[config.mk]
export PLATFORM = sky130hd
export DESIGN_NAME = assf_device_flat
export DESIGN_NICKNAME = d
export VERILOG_FILES = /design/src/assf_pkg.sv /design/src/assf_if.sv /design/src/assf_device.sv /design/src/flat_wrapper.sv
export SDC_FILE = /design/constraint.sdc
export NUM_CORES = 1
export LEC_CHECK = 0
export BUFFER_PORTS_ARGS = -buffer_cell sky130_fd_sc_hd__buf_2
export CAP_MARGIN = 5
export CORE_MARGIN = 3
export CORE_UTILIZATION = 46
export CTS_CLUSTER_DIAMETER = 30
export DETAILED_ROUTE_END_ITERATION = 6
export PLACE_DENSITY = 0.68
export SYNTH_ARGS = -nofsm -noshare
export SYNTH_HDL_FRONTEND = slang
export SYNTH_SLANG_ARGS = --single-unit
[constraint.sdc]
create_clock -name clock -period 4 [get_ports clock]
set_clock_uncertainty 0.05 [all_clocks]
set_input_delay 0.8 -clock clock [delete_from_list [all_inputs] [get_ports clock]]
set_output_delay 0.8 -clock clock [all_outputs]
set_load 0.02 [all_outputs]
[src/assf_pkg.sv]
/*
 * shared constants of the serial sampling block and its fifo mover:
 * frame width, fifo depth, sampling field widths, serial clock timing,
 * mover register map, interrupt bit layout and state encodings.
 * assumes a single 40 mhz clock shared by both ends.
 */
package assf_pkg;
    // frame and fifo shape
    localparam int DATA_W      = 8;     // data bits per frame
    localparam int FIFO_DEPTH  = 8;     // entries per queue
    localparam int OVS_W       = 5;     // oversampling factor width
    localparam int POS_W       = 4;     // last sample tick width
    localparam int FRAME_BITS  = 10;    // start, data, stop
    // serial clock timing in synchronous master use
    localparam int CLK_NS      = 25;    // module clock period
    localparam int SCLK_HALF_NS = 100;  // serial clock half period
    localparam int SCLK_HALF   = (SCLK_HALF_NS + CLK_NS - 1) / CLK_NS;
    // mover register byte offsets
    localparam logic [7:0] REG_CTRL   = 8'h00;
    localparam logic [7:0] REG_STATUS = 8'h04;
    localparam logic [7:0] REG_CLEAR  = 8'h08;
    localparam logic [7:0] REG_ENABLE = 8'h0c;
    localparam logic [7:0] REG_TXDATA = 8'h10;
    localparam logic [7:0] REG_RXDATA = 8'h14;
    localparam logic [7:0] REG_SLAVE  = 8'h18;
    // interrupt bit positions (status, clear, enable share them)
    localparam int IRQ_TXDONE = 0;
    localparam int IRQ_RXGOT  = 1;
    localparam int IRQ_TXLOST = 2;
    localparam int IRQ_RXLOST = 3;
    localparam int IRQ_W      = 4;
    // field positions
    localparam int CTRL_EN_BIT  = 0;    // mover enable
    localparam int VALID_BIT    = 8;    // word valid flag in data regs
    // reset values
    localparam logic [IRQ_W-1:0]  IRQ_RST   = 4'h0;
    localparam logic [DATA_W-1:0] WORD_RST  = 8'h00;
    // receive sampler states
    typedef enum logic [1:0] {
        RX_IDLE = 2'b01,
        RX_BITS = 2'b10
    } assf_rx_t;
    // transmit engine states
    typedef enum logic [2:0] {
        TX_IDLE  = 3'b001,
        TX_ASYNC = 3'b010,
        TX_SYNC  = 3'b100
    } assf_tx_t;
endpackage : assf_pkg

[src/assf_if.sv]
/*
 * link between the serial device and its fifo mover: queue write and
 * read strobes, service requests, lost events and the synchronous
 * serial pair toward the slave that the mover end models.
 * assumes both ends run on the same clock.
 */
`timescale 1ns/1ps
interface assf_if;
    import assf_pkg::*;
    logic              txWrite;               // one word into transmit_queue
    logic [DATA_W-1:0] txWord;                // word written
    logic              txReq;                 // transmit service request
    logic              txLost;                // transmit transaction lost
    logic              rxRead;                // one word from receive_queue
    logic [DATA_W-1:0] rxWord;                // word fetched, next cycle
    logic              rxReq;                 // receive service request
    logic              rxLost;                // receive transaction lost
    logic              serial_clock_output;   // master serial clock
    logic              syncFrame;             // synchronous frame active
    logic              master_receive_input;  // slave data to master
    modport dev (
        input  txWrite, txWord, rxRead, master_receive_input,
        output txReq, txLost, rxWord, rxReq, rxLost,
        output serial_clock_output, syncFrame
    );
    modport mov (
        output txWrite, txWord, rxRead, master_receive_input,
        input  txReq, txLost, rxWord, rxReq, rxLost,
        input  serial_clock_output, syncFrame
    );
endinterface : assf_if

[src/assf_device.sv]
/*
 * serial device end: oversampled asynchronous receiver with one or three
 * samples per bit, asynchronous transmitter, synchronous master transfer,
 * and transmit_queue / receive_queue with single move service requests.
 * assumes the mover end on the same clock; rxdPin is asynchronous.
 */
// Our own choices: the APB register port and the address map.
`timescale 1ns/1ps
module assf_device import assf_pkg::*; #(
    parameter int DEPTH = FIFO_DEPTH,   // queue depth, power of two
    parameter int HALF  = SCLK_HALF     // serial clock half period, cycles
) (
    input  wire logic             clock,
    input  wire logic             sys_rst,
    assf_if.dev                   link,
    input  wire logic [OVS_W-1:0] oversampling_factor,
    input  wire logic             triple_sample_select,
    input  wire logic [POS_W-1:0] last_sample_tick,
    input  wire logic             txSingleMove,
    input  wire logic             rxSingleMove,
    input  wire logic             syncMaster,
    input  wire logic             rxdPin,
    output logic                  txdPin
);
    localparam int AW = $clog2(DEPTH);
    localparam int CW = AW + 1;
    localparam logic [CW-1:0] FULL_LVL = CW'(DEPTH);
    localparam logic [CW-1:0] HALF_LVL = CW'(DEPTH / 2);
    localparam logic [7:0]    HALF_END = 8'(HALF - 1);

    // refuse shapes the pointers cannot serve
    if (DEPTH < 2 || (DEPTH & (DEPTH - 1)) != 0 || HALF < 1 || HALF > 255)
        $error("assf_device: bad DEPTH or HALF");

    // majority of three levels
    function automatic logic maj3(input logic a, input logic b,
                                  input logic c);
        maj3 = (a & b) | (a & c) | (b & c);
    endfunction : maj3

    // queue storage and pointers
    logic [DATA_W-1:0] txMem [DEPTH];
    logic [DATA_W-1:0] rxMem [DEPTH];
    logic [AW-1:0]     txWp_r, txRp_r, rxWp_r, rxRp_r;
    logic [CW-1:0]     txCnt_r, rxCnt_r, txCnt_nxt, rxCnt_nxt;
    logic              txBlk_r, rxBlk_r;        // one cycle after a move
    logic              txLost_r, rxLost_r, txLost_nxt, rxLost_nxt;
    logic [DATA_W-1:0] rxWord_r, rxWord_nxt;
    logic              txPush, txPop, rxPush, rxPop;
    logic              txFull, rxEmpty;
    logic [DATA_W-1:0] pushWord;                // word for receive_queue

    assign txFull  = (txCnt_r == FULL_LVL);
    assign rxEmpty = (rxCnt_r == '0);
    assign txPush  = link.txWrite && !txFull;
    assign rxPop   = link.rxRead && !rxEmpty;

    // single move: request per free transmit slot or stored receive word; else request at the half level
    // the block cycle makes each word earn its own request edge
    assign link.txReq = txSingleMove ? (!txFull && !txBlk_r)
                                     : (txCnt_r <= HALF_LVL);
    assign link.rxReq = rxSingleMove ? (!rxEmpty && !rxBlk_r)
                                     : (rxCnt_r >= HALF_LVL);
    assign link.txLost = txLost_r;
    assign link.rxLost = rxLost_r;
    assign link.rxWord = rxWord_r;

    // queue levels, lost events and fetched word
    always_comb begin
        txCnt_nxt  = txCnt_r + CW'(txPush) - CW'(txPop);
        rxCnt_nxt  = rxCnt_r + CW'(rxPush) - CW'(rxPop);
        rxWord_nxt = rxPop ? rxMem[rxRp_r] : rxWord_r;
        txLost_nxt = link.txWrite && (txFull || (txSingleMove && !link.txReq));
        rxLost_nxt = link.rxRead && (rxEmpty || (rxSingleMove && !link.rxReq));
    end

    // queue registers; a full receive_queue drops the new frame
    always_ff @(posedge clock) begin
        if (sys_rst) begin
            txWp_r   <= '0;
            txRp_r   <= '0;
            rxWp_r   <= '0;
            rxRp_r   <= '0;
            txCnt_r  <= '0;
            rxCnt_r  <= '0;
            txBlk_r  <= 1'b0;
            rxBlk_r  <= 1'b0;
            txLost_r <= 1'b0;
            rxLost_r <= 1'b0;
            rxWord_r <= WORD_RST;
        end else begin
            if (txPush) begin
                txMem[txWp_r] <= link.txWord;
                txWp_r <= txWp_r + 1'b1;
            end
            if (rxPush) begin
                rxMem[rxWp_r] <= pushWord;
                rxWp_r <= rxWp_r + 1'b1;
            end
            if (txPop)
                txRp_r <= txRp_r + 1'b1;
            if (rxPop)
                rxRp_r <= rxRp_r + 1'b1;
            txCnt_r  <= txCnt_nxt;
            rxCnt_r  <= rxCnt_nxt;
            txBlk_r  <= link.txWrite;
            rxBlk_r  <= link.rxRead;
            txLost_r <= txLost_nxt;
            rxLost_r <= rxLost_nxt;
            rxWord_r <= rxWord_nxt;
        end
    end

    // receive pin synchroniser: s1 feeds only s2
    logic s1_r, s2_r, s3_r, rxLvl_r, rxLvl_nxt;
    assign rxLvl_nxt = (s2_r == s3_r) ? s3_r : rxLvl_r;

    // asynchronous sampler state
    assf_rx_t          rxSt_r, rxSt_nxt;
    logic [OVS_W-1:0]  rxTick_r, rxTick_nxt;
    logic [3:0]        rxBit_r, rxBit_nxt;
    logic [DATA_W-1:0] rxShf_r, rxShf_nxt;
    logic              smpA_r, smpB_r, smpA_nxt, smpB_nxt;
    logic              lvlPrev_r;
    logic              aPush;                   // sampler frame done
    logic [OVS_W-1:0]  posLast, posA, posB;
    logic              bitVal;

    assign posLast = {1'b0, last_sample_tick};
    assign posB    = posLast - 5'h01;
    assign posA    = posLast - 5'h02;

    // sampler next state; tick 0 follows the cycle the start edge is seen
    always_comb begin
        rxSt_nxt   = rxSt_r;
        rxTick_nxt = rxTick_r;
        rxBit_nxt  = rxBit_r;
        rxShf_nxt  = rxShf_r;
        smpA_nxt   = smpA_r;
        smpB_nxt   = smpB_r;
        aPush      = 1'b0;
        bitVal = triple_sample_select ? maj3(smpA_r, smpB_r, rxLvl_r)
                                      : rxLvl_r;
        case (rxSt_r)
            RX_IDLE: begin
                // falling edge opens a frame unless in synchronous use
                if (lvlPrev_r && !rxLvl_r && !syncMaster) begin
                    rxSt_nxt   = RX_BITS;
                    rxTick_nxt = '0;
                    rxBit_nxt  = '0;
                end
            end
            RX_BITS: begin
                rxTick_nxt = (rxTick_r == oversampling_factor - 5'h01)
                           ? '0 : rxTick_r + 5'h01;
                if (rxTick_r == oversampling_factor - 5'h01)
                    rxBit_nxt = rxBit_r + 4'h1;
                // first two samples end at field
                if (rxTick_r == posA)
                    smpA_nxt = rxLvl_r;
                if (rxTick_r == posB)
                    smpB_nxt = rxLvl_r;
                if (rxTick_r == posLast) begin
                    if (rxBit_r == 4'h0 && bitVal)
                        rxSt_nxt = RX_IDLE;     // false start
                    else if (rxBit_r == 4'(FRAME_BITS - 1)) begin
                        rxSt_nxt = RX_IDLE;     // stop bit decided
                        aPush    = bitVal;      // framing error drops
                    end else if (rxBit_r != 4'h0)
                        rxShf_nxt = {bitVal, rxShf_r[DATA_W-1:1]};
                end
            end
            default: rxSt_nxt = RX_IDLE;
        endcase
    end

    // sampler registers
    always_ff @(posedge clock) begin
        if (sys_rst) begin
            s1_r      <= 1'b1;
            s2_r      <= 1'b1;
            s3_r      <= 1'b1;
            rxLvl_r   <= 1'b1;
            lvlPrev_r <= 1'b1;
            rxSt_r    <= RX_IDLE;
            rxTick_r  <= '0;
            rxBit_r   <= '0;
            rxShf_r   <= WORD_RST;
            smpA_r    <= 1'b1;
            smpB_r    <= 1'b1;
        end else begin
            s1_r      <= rxdPin;
            s2_r      <= s1_r;
            s3_r      <= s2_r;
            rxLvl_r   <= rxLvl_nxt;
            lvlPrev_r <= rxLvl_r;
            rxSt_r    <= rxSt_nxt;
            rxTick_r  <= rxTick_nxt;
            rxBit_r   <= rxBit_nxt;
            rxShf_r   <= rxShf_nxt;
            smpA_r    <= smpA_nxt;
            smpB_r    <= smpB_nxt;
        end
    end

    // transmit engine state
    assf_tx_t          txSt_r, txSt_nxt;
    logic [FRAME_BITS-1:0] txShf_r, txShf_nxt;  // async frame, lsb first
    logic [DATA_W-1:0] sShf_r, sShf_nxt;        // sync receive shifter
    logic [OVS_W-1:0]  txTick_r, txTick_nxt;
    logic [7:0]        half_r, half_nxt;
    logic [3:0]        txBit_r, txBit_nxt;
    logic              sclk_r, sclk_nxt, frm_r, frm_nxt, txd_r, txd_nxt;
    logic              sPush;

    assign txPop    = (txSt_r == TX_IDLE) && (txCnt_r != '0);
    assign rxPush   = (aPush || sPush) && (rxCnt_r != FULL_LVL);
    assign pushWord = sPush ? sShf_r : rxShf_r;
    assign link.serial_clock_output = sclk_r;
    assign link.syncFrame = frm_r;
    assign txdPin = txd_r;

    // transmit next state; sync frames send msb first
    always_comb begin
        txSt_nxt   = txSt_r;
        txShf_nxt  = txShf_r;
        sShf_nxt   = sShf_r;
        txTick_nxt = txTick_r;
        half_nxt   = half_r;
        txBit_nxt  = txBit_r;
        sclk_nxt   = sclk_r;
        frm_nxt    = frm_r;
        txd_nxt    = txd_r;
        sPush      = 1'b0;
        case (txSt_r)
            TX_IDLE: begin
                if (txPop) begin
                    txBit_nxt  = '0;
                    txTick_nxt = '0;
                    half_nxt   = '0;
                    if (syncMaster) begin
                        txSt_nxt  = TX_SYNC;
                        frm_nxt   = 1'b1;
                        txShf_nxt = {2'b11, txMem[txRp_r]};
                        txd_nxt   = txMem[txRp_r][DATA_W-1];
                    end else begin
                        txSt_nxt  = TX_ASYNC;
                        txShf_nxt = {1'b1, txMem[txRp_r], 1'b0};
                        txd_nxt   = 1'b0;
                    end
                end
            end
            TX_ASYNC: begin
                txTick_nxt = txTick_r + 5'h01;
                if (txTick_r == oversampling_factor - 5'h01) begin
                    txTick_nxt = '0;
                    txBit_nxt  = txBit_r + 4'h1;
                    txShf_nxt  = {1'b1, txShf_r[FRAME_BITS-1:1]};
                    txd_nxt    = txShf_r[1];
                    if (txBit_r == 4'(FRAME_BITS - 1)) begin
                        txSt_nxt = TX_IDLE;
                        txd_nxt  = 1'b1;
                    end
                end
            end
            TX_SYNC: begin
                half_nxt = half_r + 8'h01;
                if (half_r == HALF_END) begin
                    half_nxt = '0;
                    sclk_nxt = !sclk_r;
                    if (!sclk_r) begin
                        sShf_nxt  = {sShf_r[DATA_W-2:0],
                                     link.master_receive_input};
                        txBit_nxt = txBit_r + 4'h1;
                    end else if (txBit_r == 4'(DATA_W)) begin
                        txSt_nxt = TX_IDLE;
                        frm_nxt  = 1'b0;
                        txd_nxt  = 1'b1;
                        sPush    = 1'b1;
                    end else begin
                        // data out moves on the falling edge
                        txShf_nxt = {txShf_r[FRAME_BITS-2:0], 1'b1};
                        txd_nxt   = txShf_r[DATA_W-2];
                    end
                end
            end
            default: txSt_nxt = TX_IDLE;
        endcase
    end

    // transmit registers; line idles high, clock idles low
    always_ff @(posedge clock) begin
        if (sys_rst) begin
            txSt_r   <= TX_IDLE;
            txShf_r  <= '1;
            sShf_r   <= WORD_RST;
            txTick_r <= '0;
            half_r   <= '0;
            txBit_r  <= '0;
            sclk_r   <= 1'b0;
            frm_r    <= 1'b0;
            txd_r    <= 1'b1;
        end else begin
            txSt_r   <= txSt_nxt;
            txShf_r  <= txShf_nxt;
            sShf_r   <= sShf_nxt;
            txTick_r <= txTick_nxt;
            half_r   <= half_nxt;
            txBit_r  <= txBit_nxt;
            sclk_r   <= sclk_nxt;
            frm_r    <= frm_nxt;
            txd_r    <= txd_nxt;
        end
    end
endmodule : assf_device

[src/flat_wrapper.sv]
// flat-port wrapper written by rule: the top's interface ports become plain ports
module assf_device_flat import assf_pkg::*;
#(
    parameter int DEPTH = FIFO_DEPTH,                               
    parameter int HALF  = SCLK_HALF                                        
)
  (clock, sys_rst, oversampling_factor, triple_sample_select, last_sample_tick, txSingleMove, rxSingleMove, syncMaster, rxdPin, txdPin, link_txWrite, link_txWord, link_rxRead, link_master_receive_input, link_txReq, link_txLost, link_rxWord, link_rxReq, link_rxLost, link_serial_clock_output, link_syncFrame);
  assf_if link_i ();
  input  wire logic clock;
  input  wire logic sys_rst;
  input  wire logic [OVS_W-1:0] oversampling_factor;
  input  wire logic triple_sample_select;
  input  wire logic [POS_W-1:0] last_sample_tick;
  input  wire logic txSingleMove;
  input  wire logic rxSingleMove;
  input  wire logic syncMaster;
  input  wire logic rxdPin;
  output logic txdPin;
  input wire logic [$bits(link_i.txWrite)-1:0] link_txWrite;
  input wire logic [$bits(link_i.txWord)-1:0] link_txWord;
  input wire logic [$bits(link_i.rxRead)-1:0] link_rxRead;
  input wire logic [$bits(link_i.master_receive_input)-1:0] link_master_receive_input;
  output wire logic [$bits(link_i.txReq)-1:0] link_txReq;
  output wire logic [$bits(link_i.txLost)-1:0] link_txLost;
  output wire logic [$bits(link_i.rxWord)-1:0] link_rxWord;
  output wire logic [$bits(link_i.rxReq)-1:0] link_rxReq;
  output wire logic [$bits(link_i.rxLost)-1:0] link_rxLost;
  output wire logic [$bits(link_i.serial_clock_output)-1:0] link_serial_clock_output;
  output wire logic [$bits(link_i.syncFrame)-1:0] link_syncFrame;
  assign link_i.txWrite = link_txWrite;
  assign link_i.txWord = link_txWord;
  assign link_i.rxRead = link_rxRead;
  assign link_i.master_receive_input = link_master_receive_input;
  assign link_txReq = link_i.txReq;
  assign link_txLost = link_i.txLost;
  assign link_rxWord = link_i.rxWord;
  assign link_rxReq = link_i.rxReq;
  assign link_rxLost = link_i.rxLost;
  assign link_serial_clock_output = link_i.serial_clock_output;
  assign link_syncFrame = link_i.syncFrame;
  assf_device #(.DEPTH(DEPTH), .HALF(HALF)) u_core (.clock(clock), .sys_rst(sys_rst), .link(link_i), .oversampling_factor(oversampling_factor), .triple_sample_select(triple_sample_select), .last_sample_tick(last_sample_tick), .txSingleMove(txSingleMove), .rxSingleMove(rxSingleMove), .syncMaster(syncMaster), .rxdPin(rxdPin), .txdPin(txdPin));
endmodule
==> Implementation_results.wiki <==
{| class="wikitable"
! Metric !! Value
|-
| Outcome || finished, final reports clean
|-
| Fmax || between 300 and 400 MHz
|-
| Most area-hungry cell type in the Yosys netlist || sky130_fd_sc_hd__edfxtp_1
|-
| H-tree levels || 2
|-
| Post-Place Cell Area || 10800 sq um
|-
| Share of flip-flops with an asynchronous set or reset || 0%
|-
| Standby leakage power || 4.56 nW
|-
| Maxcap violations || 0
|-
| Floorplan die height || 156 um
|-
| Total of flip-flops plus latches after synthesis || 230
|-
| Horiz. Die Dim || 156 um
|-
| Final non-filler cell total || 1210
|-
| Sequential cell fraction of total power || 35.5%
|-
| Proportion of synthesized chip area in sequential cells || about 57%
|-
| Crit path required time || 4.11 ns
|-
| Clock network fraction of total power || 45.8%
|-
| Peak supply drop || ~450 uV
|-
| Cell Count Post-Placement || about 1100
|-
| DRC errors left || 0
|-
| Number of inserted diodes || 0
|-
| Leading cell types in the layout, fill and taps excluded || 128 x sky130_fd_sc_hd__edfxtp_1, 102 x sky130_fd_sc_hd__dfxtp_1, 99 x sky130_fd_sc_hd__nor2_1
|-
| HPWL after DPL || 12900 um
|-
| Global-route met3 utilization || 3.72%
|-
| Time the final worst path needs with I/O delays and setup || a little over 3 ns
|-
| Fin area || around 12000 sq um
|-
| Number of top-level design ports || 42
|-
| Power after layout || approximately 8.0 mW
|-
| Start point of the critical path || u_core.half_r[0]
|-
| Most Crowded Layer GR || met2
|-
| Critical Path Source Type || register
|-
| Leading cell type in the layout, fill and taps excluded || sky130_fd_sc_hd__edfxtp_1
|-
| Relative contribution of combinational cells to total power || around a fifth
|-
| Startpoint of the worst-slack reg-to-reg timing path || u_core.half_r[0]
|-
| Predominant post-synthesis flop cell || sky130_fd_sc_hd__edfxtp_1
|-
| Largest buffer count on any clock path || 3
|-
| Internal reg-to-reg setup slack || 0.96 ns
|-
| Post-synthesis cell count || 829
|-
| Main combinational cell family by area after synthesis || multiplexers
|-
| Post-CTS Repair Setup Buffers || 0
|-
| Endpoint of the lowest-slack register-to-register path || u_core.rxMem[4][3]
|-
| Cts hold-fix bufs || 0
|-
| Count of nets left with antenna violations after detail routing || 0
|-
| Via count of the first global-routing pass || 6525
|-
| Number of enable flip-flop cells after synthesis || 128
|-
| Count of routing violations after the opening detailed-route iteration || 491
|-
| Largest fanout on the critical path || 9
|-
| Tightest Hold Check Type || register to register
|-
| Final #Nets || between 900 and 1000
|-
| Met2 demand-to-capacity share in global routing || 26.7%
|-
| Smallest hold slack || 0.376 ns
|-
| Net switching power || 2.31 mW
|-
| Pin count of the biggest net entering global routing || 81
|-
| Synthesized net count || 890
|-
| Final wirelength || approximately 20000 um
|-
| Simple logic cell fraction of the synthesized area || 12.1%
|-
| Switching power as a share of total power || 28.8%
|-
| CTS-repair resized insts || 0
|-
| Total negative slack for setup checks || 0 ns
|-
| Count of pins over their slew limit || 0
|-
| Met1 usage in global routing || 23.0%
|-
| First-pass GRT wire length || 33000 um
|-
| Clock Pin Slew Worst Setup and Hold Paths || around 0.05 ns
|-
| Worst reg-to-reg path cell count || 7
|-
| Grt total ovfl || 0
|-
| Clock latency on the worst-skew pair || 0.54 ns
|-
| Avg Synthesized Cell Area || around 12 sq um
|-
| Worst setup path category || register to register
|-
| Final hold violation count || 0
|-
| Post-synthesis instance area || 10300 sq um
|-
| Fraction of the cycle the final worst path needs || 76.1%
|-
| Unrepaired setup endpoints after global routing || false
|-
| Clock sink total || 230
|-
| Internal power || 5.73 mW
|-
| Xor/xnor cell area share of the yosys netlist || approximately 3.8%
|-
| Tightest Pin Transition || 1.18 ns
|-
| Final estimated routing congestion in global placement || 0.842
|-
| Fraction of post-synthesis cell area in the top cell type by area || 37.2%
|-
| Total power divided by cell area || about 650 nW/um^2
|-
| Layout cells sized above 1 || 19.9%
|-
| Number of vias after detailed routing || 6541
|-
| Initial Utilization || 47.1%
|-
| Normalized max-slew margin || 21.3%
|-
| Clock tree from TritonCTS || done
|-
| Root buffer cell || sky130_fd_sc_hd__clkbuf_16
|-
| Via/cell ratio || 5.41
|-
| Die area || 24300 sq um
|-
| End point of the critical path || u_core.rxMem[4][3]
|-
| Compound-Gate Fraction of Synth Area || 7.94%
|-
| Number of warnings printed during yosys synthesis || 0
|-
| Std-Cell Rows || 54
|-
| Area Growth Syn to Fin || 19.4%
|-
| Arithmetic-cell share of the synthesized area counting full adders, half adders and majority gates || 4.26%
|-
| Number of antenna violations at the first check in global routing || 2
|-
| Kind of capture point of the worst setup path || register
|-
| Post-synth cell types || 70
|-
| Num CTS Buffers || 45
|-
| Core area || about 22000 sq um
|-
| Final routed wire length divided by cell count || 16.6 um
|-
| Leading post-synthesis cells by cell area || sky130_fd_sc_hd__edfxtp_1 37%, sky130_fd_sc_hd__dfxtp_1 20%, sky130_fd_sc_hd__mux2i_1 6.0%, sky130_fd_sc_hd__mux4_2 5.2%, sky130_fd_sc_hd__ha_1 3.9%
|-
| Share of synthesized area spent on multiplexers || 12.1%
|-
| Arrival time of data at the critical path endpoint || 3.15 ns
|-
| Number of I/O port buffers || 41
|-
| Setup violation total in the final timing report || 0
|-
| Detailed Routing Iterations Pass 1 || 5
|-
| Total GRT Usage || 16.8%
|}
metal layers:
metal	share of wire, %	vias up	wire [um]
met5	0.10	-	21
met4	1.8	4	359
met3	4.4	36	885
met2	47	135	9360
met1	47	3152	9440
li1	-	3214	-
cells by family after synthesis:
| group | count (synthesis) |
|---|---|
| multiplexers | 94 |
| adder cells (fa/ha/maj) | 34 |
| flip-flops | 230 |
| AO/OA/AOI/OAI | 120 |
| AND/OR/NAND/NOR | 240 |
| XOR/XNOR | 41 |
| buffers and inverters | 70 |
synthesized netlist by cell type, drive strengths merged (8+ instances only):
cell and n:
edfxtp 128, dfxtp 102, nor2 100, mux2i 62, a21oi 40, inv 33, ha 32, nor3 30
nand2 27, mux4 24, xor2 21, buf 19, xnor2 18, clkbuf 17, nand2b 17, o21ai 16
a211oi 12, nand3 10, a22oi 8, mux2 8, o22ai 8
worst max-delay path, stage by stage (launching register included):
cell and delay, ns:
sky130_fd_sc_hd__dfxtp_1 0.36, sky130_fd_sc_hd__ha_1 0.21, sky130_fd_sc_hd__nor2b_1 0.18, sky130_fd_sc_hd__nand4_1 0.29, sky130_fd_sc_hd__nor3_4 0.56, sky130_fd_sc_hd__a31o_4 0.22
sky130_fd_sc_hd__nand3b_2 0.16, sky130_fd_sc_hd__nor3_2 0.60
power groups by stage:
stage	Clock [mW]	Combinational (mW)	Sequential, mW
finish	3.68	1.50	2.85
global route	3.89	1.68	2.88
CTS	3.75	1.51	2.86
detailed placement	0	1.50	2.90
global placement	0	1.46	2.89
floorplan	0	1.20	2.83
cell type report:
type,count,area (sq um)
Fill cell,1762,9610
Sequential cell,230,5890
Timing Repair Buffer,54,305
Multi-Input combinational cell,529,4150
Clock inverter,30,335
Tap cell,280,350
Inverter,33,124
Clock buffer,54,1190
through the flow:
step | setup WS [ns] | util [%]
2_1_floorplan | 1.14 | -
3_3_place_gp | 0.879 | 49.3
3_5_place_dp | 0.871 | 49.3
4_1_cts | 0.947 | 56.2
5_1_grt | 0.769 | 56.2
6_report | 0.958 | 56.2
state kept, by name, summed over array words and instances (netlist names), 5 cells and up, named ones only:
name	count
u_core.rxMem	64
u_core.txMem	64
u_core.half_r	8
u_core.rxShf_r	8
u_core.link.rxWord	8
u_core.txTick_r	5
u_core.sShf_r	8
u_core.rxTick_r	5
u_core.txShf_r	10
how the worst min path moves through the flow:
stage	start	end	slack [ns]	depth (start not counted)
detailed placement	u_core.s1_r	u_core.s2_r	0.36	1
finish	u_core.s1_r	u_core.s2_r	0.38	1
global placement	u_core.s1_r	u_core.s2_r	0.37	1
CTS	u_core.s1_r	u_core.s2_r	0.37	1
floorplan	u_core.s1_r	u_core.s2_r	0.34	1
global route	rxdPin	u_core.s1_r	0.40	2
Power figures use the tool's default switching activity.
